<file path="src/pkg/mbd_pkg.sv">
/*
 * Constants, types and address map for the memory bank decoder.
 * Assumes a 16-bit address, 8-bit data processor bus on one clock.
 */

package mbd_pkg;

   // ****************************************************
   // Register map
   // ****************************************************
   localparam logic [15:0] DIR_ADDR      = 16'h0000;
   localparam logic [15:0] DATA_ADDR     = 16'h0001;
   localparam logic [7:0]  DIR_RESET     = 8'h2F;
   localparam logic [7:0]  DATA_RESET    = 8'h3F;
   localparam logic [7:0]  PORT_MASK     = 8'h3F;

   // ****************************************************
   // Port bit positions
   // ****************************************************
   localparam int LOWER_ROM_BIT = 0;
   localparam int UPPER_ROM_BIT = 1;
   localparam int CHAR_IO_BIT   = 2;
   localparam int CASS_WR_BIT   = 3;
   localparam int CASS_SENSE_BIT = 4;
   localparam int CASS_MOTOR_BIT = 5;

   // ****************************************************
   // Cartridge header
   // ****************************************************
   localparam logic [15:0] CART_COLD_ADDR = 16'h8000;
   localparam logic [15:0] CART_WARM_ADDR = 16'h8002;
   localparam logic [15:0] CART_SIG_ADDR  = 16'h8004;
   localparam int          CART_HDR_LEN   = 9;

   // ****************************************************
   // Region targets
   // ****************************************************
   typedef enum logic [3:0] {
      MBD_T_RAM,
      MBD_T_LOWER_ROM,
      MBD_T_UPPER_ROM,
      MBD_T_CHAR_ROM,
      MBD_T_IO,
      MBD_T_CART_LO,
      MBD_T_CART_HI,
      MBD_T_OPEN
   } mbd_target_type;

endpackage : mbd_pkg

</file>
<file path="src/rtl/mbd_decoder.sv">
/*
 * Memory bank decoder with on-chip six-bit processor port.
 * Assumes the processor core presents address, strobes and write data
 * synchronous to core_clk_i; cartridge lines and cassette sense are pins.
 */
`timescale 1ns/1ns
module mbd_decoder (
   input  wire logic        core_clk_i,
   input  wire logic        reset_n_i,
   input  wire logic [15:0] addr_i,
   input  wire logic        rd_i,
   input  wire logic        wr_i,
   input  wire logic [7:0]  wdata_i,
   input  wire logic        game_n_i,
   input  wire logic        exrom_n_i,
   input  wire logic        cass_sense_i,
   output logic [7:0]       port_rdata_o,
   output logic             port_sel_o,
   output logic             ram_cs_o,
   output logic             ram_we_o,
   output logic             lower_rom_cs_o,
   output logic             upper_rom_cs_o,
   output logic             char_rom_cs_o,
   output logic             cart_lo_cs_o,
   output logic             cart_hi_cs_o,
   output logic             video_cs_o,
   output logic             sound_cs_o,
   output logic             colour_cs_o,
   output logic             colour_nybble_o,
   output logic             keyb_cs_o,
   output logic             serial_cs_o,
   output logic             slot1_cs_o,
   output logic             slot2_cs_o,
   output logic [5:0]       port_out_o,
   output logic [5:0]       port_oe_n_o,
   output logic             cass_write_o,
   output logic             cass_motor_o
);

   // ****************************************************
   // Port registers
   // ****************************************************
   logic [7:0] dir_reg;
   logic [7:0] data_reg;
   logic [7:0] port_rdata_reg;
   logic       game_meta_reg;
   logic       game_reg;
   logic       exrom_meta_reg;
   logic       exrom_reg;
   logic       sense_meta_reg;
   logic       sense_reg;
   logic       dir_hit;
   logic       data_hit;

   assign dir_hit  = (addr_i == mbd_pkg::DIR_ADDR);
   assign data_hit = (addr_i == mbd_pkg::DATA_ADDR);

   // Direction register, reset so banking lines drive at once
   always_ff @(posedge core_clk_i) begin
      if (!reset_n_i) begin
         dir_reg <= mbd_pkg::DIR_RESET;
      end else if (wr_i && dir_hit) begin
         dir_reg <= wdata_i & mbd_pkg::PORT_MASK;
      end
   end

   // Output latch keeps its value while a bit is an input
   always_ff @(posedge core_clk_i) begin
      if (!reset_n_i) begin
         data_reg <= mbd_pkg::DATA_RESET;
      end else if (wr_i && data_hit) begin
         data_reg <= wdata_i & mbd_pkg::PORT_MASK;
      end
   end

   // ****************************************************
   // Pin synchronisers
   // ****************************************************
   always_ff @(posedge core_clk_i) begin
      if (!reset_n_i) begin
         game_meta_reg  <= 1'b1;
         game_reg       <= 1'b1;
         exrom_meta_reg <= 1'b1;
         exrom_reg      <= 1'b1;
         sense_meta_reg <= 1'b0;
         sense_reg      <= 1'b0;
      end else begin
         game_meta_reg  <= game_n_i;
         game_reg       <= game_meta_reg;
         exrom_meta_reg <= exrom_n_i;
         exrom_reg      <= exrom_meta_reg;
         sense_meta_reg <= cass_sense_i;
         sense_reg      <= sense_meta_reg;
      end
   end

   // ****************************************************
   // Effective port levels
   // ****************************************************
   logic [5:0] port_level;
   logic [5:0] pin_in;

   always_comb begin
      pin_in = 6'h3F;
      pin_in[mbd_pkg::CASS_SENSE_BIT] = sense_reg;
   end

   genvar gi;
   generate
      for (gi = 0; gi < 6; gi++) begin : g_port
         // Output bits follow the latch, input bits the pin
         assign port_level[gi] = dir_reg[gi] ? data_reg[gi]
                                             : pin_in[gi];
         assign port_out_o[gi]  = data_reg[gi];
         assign port_oe_n_o[gi] = ~dir_reg[gi];
      end
   endgenerate

   assign cass_write_o = port_level[mbd_pkg::CASS_WR_BIT];
   assign cass_motor_o = port_level[mbd_pkg::CASS_MOTOR_BIT];

   // Read-back of the direction register or of the effective port levels
   always_ff @(posedge core_clk_i) begin
      if (!reset_n_i) begin
         port_rdata_reg <= 8'h00;
      end else if (rd_i && dir_hit) begin
         port_rdata_reg <= dir_reg;
      end else if (rd_i && data_hit) begin
         port_rdata_reg <= {2'h0, port_level};
      end
   end

   assign port_rdata_o = port_rdata_reg;
   assign port_sel_o   = (rd_i || wr_i) && (dir_hit || data_hit);

   // ****************************************************
   // Bank decode
   // ****************************************************
   logic lo_rom;
   logic hi_rom;
   logic chr_io;
   logic game_n;
   logic exrom_n;
   logic game_map;
   mbd_pkg::mbd_target_type target;

   assign lo_rom  = port_level[mbd_pkg::LOWER_ROM_BIT];
   assign hi_rom  = port_level[mbd_pkg::UPPER_ROM_BIT];
   assign chr_io  = port_level[mbd_pkg::CHAR_IO_BIT];
   assign game_n  = game_reg;
   assign exrom_n = exrom_reg;
   // Game-cartridge map: only cartridge game line low
   assign game_map = !game_n && exrom_n;

   always_comb begin
      target = mbd_pkg::MBD_T_RAM;
      if (game_map) begin
         // Only 4K low RAM seen; cartridge RAM ignored
         case (addr_i[15:12])
            4'h0: target = mbd_pkg::MBD_T_RAM;
            4'h8, 4'h9: target = mbd_pkg::MBD_T_CART_LO;
            4'hD: target = mbd_pkg::MBD_T_IO;
            4'hE, 4'hF: target = mbd_pkg::MBD_T_CART_HI;
            default: target = mbd_pkg::MBD_T_OPEN;
         endcase
      end else begin
         case (addr_i[15:12])
            4'h8, 4'h9: begin
               // Autostart header read from cartridge here
               if (!exrom_n && lo_rom && hi_rom) begin
                  target = mbd_pkg::MBD_T_CART_LO;
               end
            end
            4'hA, 4'hB: begin
               if (lo_rom && hi_rom) begin
                  target = game_n ? mbd_pkg::MBD_T_LOWER_ROM
                                  : mbd_pkg::MBD_T_CART_HI;
               end
            end
            4'hD: begin
               // No ROM banked in means no I/O, RAM shows through
               if (lo_rom || hi_rom) begin
                  target = chr_io ? mbd_pkg::MBD_T_IO
                                  : mbd_pkg::MBD_T_CHAR_ROM;
               end
            end
            4'hE, 4'hF: begin
               if (hi_rom) begin
                  target = mbd_pkg::MBD_T_UPPER_ROM;
               end
            end
            default: target = mbd_pkg::MBD_T_RAM;
         endcase
      end
   end

   // ****************************************************
   // Selects
   // ****************************************************
   logic access;
   logic io_window;
   logic rom_target;

   assign access    = (rd_i || wr_i) && !(dir_hit || data_hit);
   assign io_window = access && (target == mbd_pkg::MBD_T_IO);
   assign rom_target = (target == mbd_pkg::MBD_T_LOWER_ROM)
                    || (target == mbd_pkg::MBD_T_UPPER_ROM)
                    || (target == mbd_pkg::MBD_T_CHAR_ROM)
                    || (target == mbd_pkg::MBD_T_CART_LO)
                    || (target == mbd_pkg::MBD_T_CART_HI);

   always_comb begin
      // Writes under ROM fall into RAM outside the game map; reads see ROM
      ram_cs_o = access && ((target == mbd_pkg::MBD_T_RAM)
                 || (wr_i && rom_target && !game_map));
      ram_we_o = ram_cs_o && wr_i;
      lower_rom_cs_o = access && rd_i
                    && (target == mbd_pkg::MBD_T_LOWER_ROM);
      upper_rom_cs_o = access && rd_i
                    && (target == mbd_pkg::MBD_T_UPPER_ROM);
      char_rom_cs_o  = access && rd_i
                    && (target == mbd_pkg::MBD_T_CHAR_ROM);
      cart_lo_cs_o   = access && (target == mbd_pkg::MBD_T_CART_LO)
                    && (rd_i || game_map);
      cart_hi_cs_o   = access && (target == mbd_pkg::MBD_T_CART_HI)
                    && (rd_i || game_map);
   end

   // Colour RAM drives only the low four data bits
   assign colour_nybble_o = colour_cs_o;

   mbd_io_select u_io_select (
      .io_window_i (io_window),
      .offset_i    (addr_i[11:0]),
      .video_cs_o  (video_cs_o),
      .sound_cs_o  (sound_cs_o),
      .colour_cs_o (colour_cs_o),
      .keyb_cs_o   (keyb_cs_o),
      .serial_cs_o (serial_cs_o),
      .slot1_cs_o  (slot1_cs_o),
      .slot2_cs_o  (slot2_cs_o)
   );

endmodule : mbd_decoder

</file>
<file path="src/rtl/mbd_io_select.sv">
/*
 * Chip selects inside the 4K I/O window.
 * Assumes io_window_i is already qualified by the bank decode.
 */
`timescale 1ns/1ns
module mbd_io_select (
   input  wire logic        io_window_i,
   input  wire logic [11:0] offset_i,
   output logic             video_cs_o,
   output logic             sound_cs_o,
   output logic             colour_cs_o,
   output logic             keyb_cs_o,
   output logic             serial_cs_o,
   output logic             slot1_cs_o,
   output logic             slot2_cs_o
);

   // ****************************************************
   // Decode on the top address bits
   // ****************************************************
   always_comb begin
      video_cs_o  = io_window_i && (offset_i[11:10] == 2'h0);
      sound_cs_o  = io_window_i && (offset_i[11:10] == 2'h1);
      colour_cs_o = io_window_i && (offset_i[11:10] == 2'h2);
      keyb_cs_o   = io_window_i && (offset_i[11:8] == 4'hC);
      serial_cs_o = io_window_i && (offset_i[11:8] == 4'hD);
      slot1_cs_o  = io_window_i && (offset_i[11:8] == 4'hE);
      slot2_cs_o  = io_window_i && (offset_i[11:8] == 4'hF);
   end

endmodule : mbd_io_select

</file>
<file path="config.mk">
export PLATFORM = sky130hd
export DESIGN_NAME = mbd_decoder
export DESIGN_NICKNAME = d
export VERILOG_FILES = /design/src/pkg/mbd_pkg.sv /design/src/rtl/mbd_decoder.sv /design/src/rtl/mbd_io_select.sv
export SDC_FILE = /design/constraint.sdc
export NUM_CORES = 1
export LEC_CHECK = 0
export BUFFER_PORTS_ARGS = -buffer_cell sky130_fd_sc_hd__buf_2
export CORE_UTILIZATION = 38
export CTS_CLUSTER_DIAMETER = 100
export DETAILED_ROUTE_END_ITERATION = 10
export PLACE_DENSITY = 0.65
export SYNTH_ARGS = -nofsm -noshare
export SYNTH_HDL_FRONTEND = slang
export SYNTH_HIERARCHICAL = 1
export SYNTH_SLANG_ARGS = --single-unit
</file>
<file path="constraint.sdc">
create_clock -name core_clk_i -period 2.9 [get_ports core_clk_i]
set_clock_uncertainty 0.15 [all_clocks]
set_input_delay 0.29 -clock core_clk_i [delete_from_list [all_inputs] [get_ports core_clk_i]]
set_output_delay 0.29 -clock core_clk_i [all_outputs]
set_load 0.1 [all_outputs]
</file>
==> results.yml <==
logic_synthesis:
  syn_area_um2: 1411
  synth_most_common_cell: "nand2_1"
  synth-edff-count: 0
  synth_top_area_cell: "dfxtp_1"
  avgSynthCellArea_um2: 8.451
  yosysWarnings: 6
  ys_types: 47
  synth_top_area_share: 0.3404
  synthTopCellsByArea: "dfxtp_1 34%, nand2_1 7.4%, mux2i_1 7.1%, nand2b_1 4.0%, o211ai_1 3.2%"
  async_flop_share: 0
  seq_area_frac_synth: 0.3404
  synth_cells: 167
  synth_common_cells: "28 x nand2_1, 24 x dfxtp_1, 11 x inv_1, 10 x mux2i_1"
  ys_seq_elements: 24
  synth-main-ff-cell: "dfxtp_1"
die:
  coreArea_um2: 3442
  die_y_um: 62.95
  dieArea_um2: 3962
  initial_utilization: 0.4100
  io-pin-count: 69
  die_w_um: 62.95
  rows: 21
drt:
  drtIter0Drc: 83
  vias_per_cell: 5.188
  avgRoutedWirePerCell_um: 13.60
  finalWirelength_mm: 3.836
  vias: 1463
  drc: 0
  drt-pass1-iter-count: 4
  ant_nets: 0
pwr:
  power.density_nw_per_um2: 327.0
  peakVddDrop_mv: 0.1942
  power_leakage_nw: 1.034
timing:
  finalSetupViolations: 0
  fmax_ghz: 0.3597
  tightestPinTransition_ps: 627.3
  finalCriticalPeriod_ps: 2780
  drv_slew: 0
  hold_violations: 0
  fin_crit_sh: 0.9587
  relSlewSlack: 0.5774
final_layout:
  area_growth_pct: 59.57
  stdcell_area_um2: 2252
  final_core_util: 0.6543
  num-fill-cells: 298
  nNetsFinal: 268
  drive_gt1_frac: 0.4788
  n_antenna_cell: 0
cts:
  clk_pin_slew_worst_paths_ps: 80
  root_buffer: "clkbuf_8"
  holdBufCountCts: 0
  cts-buffers-inserted: 3
  clk_path_buf_depth: 2
  h-tree-depth: 1
  cts_sinks: 24
  cts_tree: "done"
  clock_latency_ps: 260
hold_path:
  hp-class: "input pin to flip-flop"
critical_path:
  cp_max_fo: 5
  cp_data_arrival_time_ps: 2340
  critical_path_buf_inv_count: 2
  critPathCaptureType: "primary output"
  path_class: "flip-flop to primary output"
  cp_data_required_time_ps: 2460
  critPathLaunchType: "flip-flop"
  max_stage_delay_ps: 470
  crit_chain: "nand2b_4 -> o2111ai_4 -> o32ai_4 -> a41oi_4 -> buf_4 -> nor4b_4 -> buf_2"
  rrSetupSlack_ps: 1540
  path_delay_family: "buffers and inverters"
  slowest_stage: "buf_2"
global_routing:
  track_usage: 0.1985
  grt_pass1_vias: 1384
  grt_pass1_wl_mm: 6.423
  grt_busiest_layer: "met2"
  grt_max_degree: 25
  grt.met3_usage: 0.03467
  use_met1: 0.2575
  gr-total-overflow: 0
  grt_util_met2: 0.3374
  grt_antenna_before_repair: 0
placement:
  dpl.hpwl_mm: 3.046
  dpl_cell_area_um2: 2133
  port_buffers: 64
  gp_congestion: 0.8479
run:
  max-cap-violations: 0
run_status:
  outcome: "complete, no violations"
[path summary, 6_finish.rpt]
kind / from / to / cells after the start
setup / recovery: data_reg[1] / cart_lo_cs_o / 7
hold / removal: game_n_i / game_meta_reg / 2
setup reg to reg: data_reg[0] / port_rdata_o[0] / 5
hold reg to reg: exrom_meta_reg / exrom_n / 1
[layout make-up]
type                       instances  area, um^2  area share
timing repair buffer              73       530.5      0.2356
tap                               46       57.56     0.02556
sequential                        24       491.7      0.2183
inverter                          11       41.29     0.01833
multi-input combinational        124        1086      0.4822
clock buffer                       4       45.04     0.02000
[where the power goes]
group	switching [mW]	internal [mW]	total, mW
combinational	0.136	0.0705	0.207
clock	0.100	0.0979	0.198
sequential	0.00174	0.330	0.332
total	0.238	0.499	0.736
[what timing repair did]
| item | 4_1_cts | 5_1_grt |
|---|---|---|
| setup endpoints to repair | 6 | 9 |
| gates cloned | 0 | 0 |
| pin swaps | 1 | 8 |
| buffers inserted | 1 | 4 |
| resized for setup | 1 | 8 |
[cells by family (layout without fill, tap and decap cells)]
kind of cell    Yosys count  after routing  synth area share
compound gates           30             30            0.1702
xor+xnor                  1              1          0.006207
buf+inv                  20             88           0.07003
flops                    24             24            0.3404
mux                      10             10           0.07092
other cells               1              2          0.002657
simple gates             81             81            0.3395
[through the flow]
stage | power (mW) | hold WS, ps | setup TNS [ps] | setup slack [ps] | cells
2_1_floorplan | 0.4792 | 213.0 | -1115 | -190.0 | 168
3_3_place_gp | 0.5314 | 239.6 | 0 | 207.8 | 273
3_5_place_dp | 0.5368 | 257.9 | 0 | 127.1 | 273
4_1_cts | 0.7328 | 52.25 | 0 | 4.276 | 278
5_1_grt | 0.7730 | 46.48 | -29.17 | -25.17 | 282
6_report | 0.7365 | 56.11 | 0 | 119.7 | 282
[placed cells by master, fill, tap and decap left out, types with 2 or more instances in the layout]
cell       instances
buf_2             52
nand2_1           28
dfxtp_1           21
buf_4             12
inv_1             11
mux2i_1           10
buf_12             9
nand2b_1           7
nor2_1             6
o211ai_1           6
nor4b_4            4
and2_1             3
nor2b_1            3
o21ai_0            3
a21oi_1            3
nor3_4             3
or3_1              3
a21boi_1           3
clkbuf_8           3
dfxtp_4            3
nand2b_4           2
nor4_4             2
nor4_2             2
nand3_1            2
o2111ai_1          2
nand3_2            2
a21boi_0           2
conb_1             2
nor2_2             2
[per-layer routing]
layer / vias to the layer above / routed length, um
met4: 0 / 41
met2: 39 / 1951
met3: 4 / 149
met1: 689 / 1694
li1: 731 / -
met5: - / 0
Power figures use the tool's default switching activity.
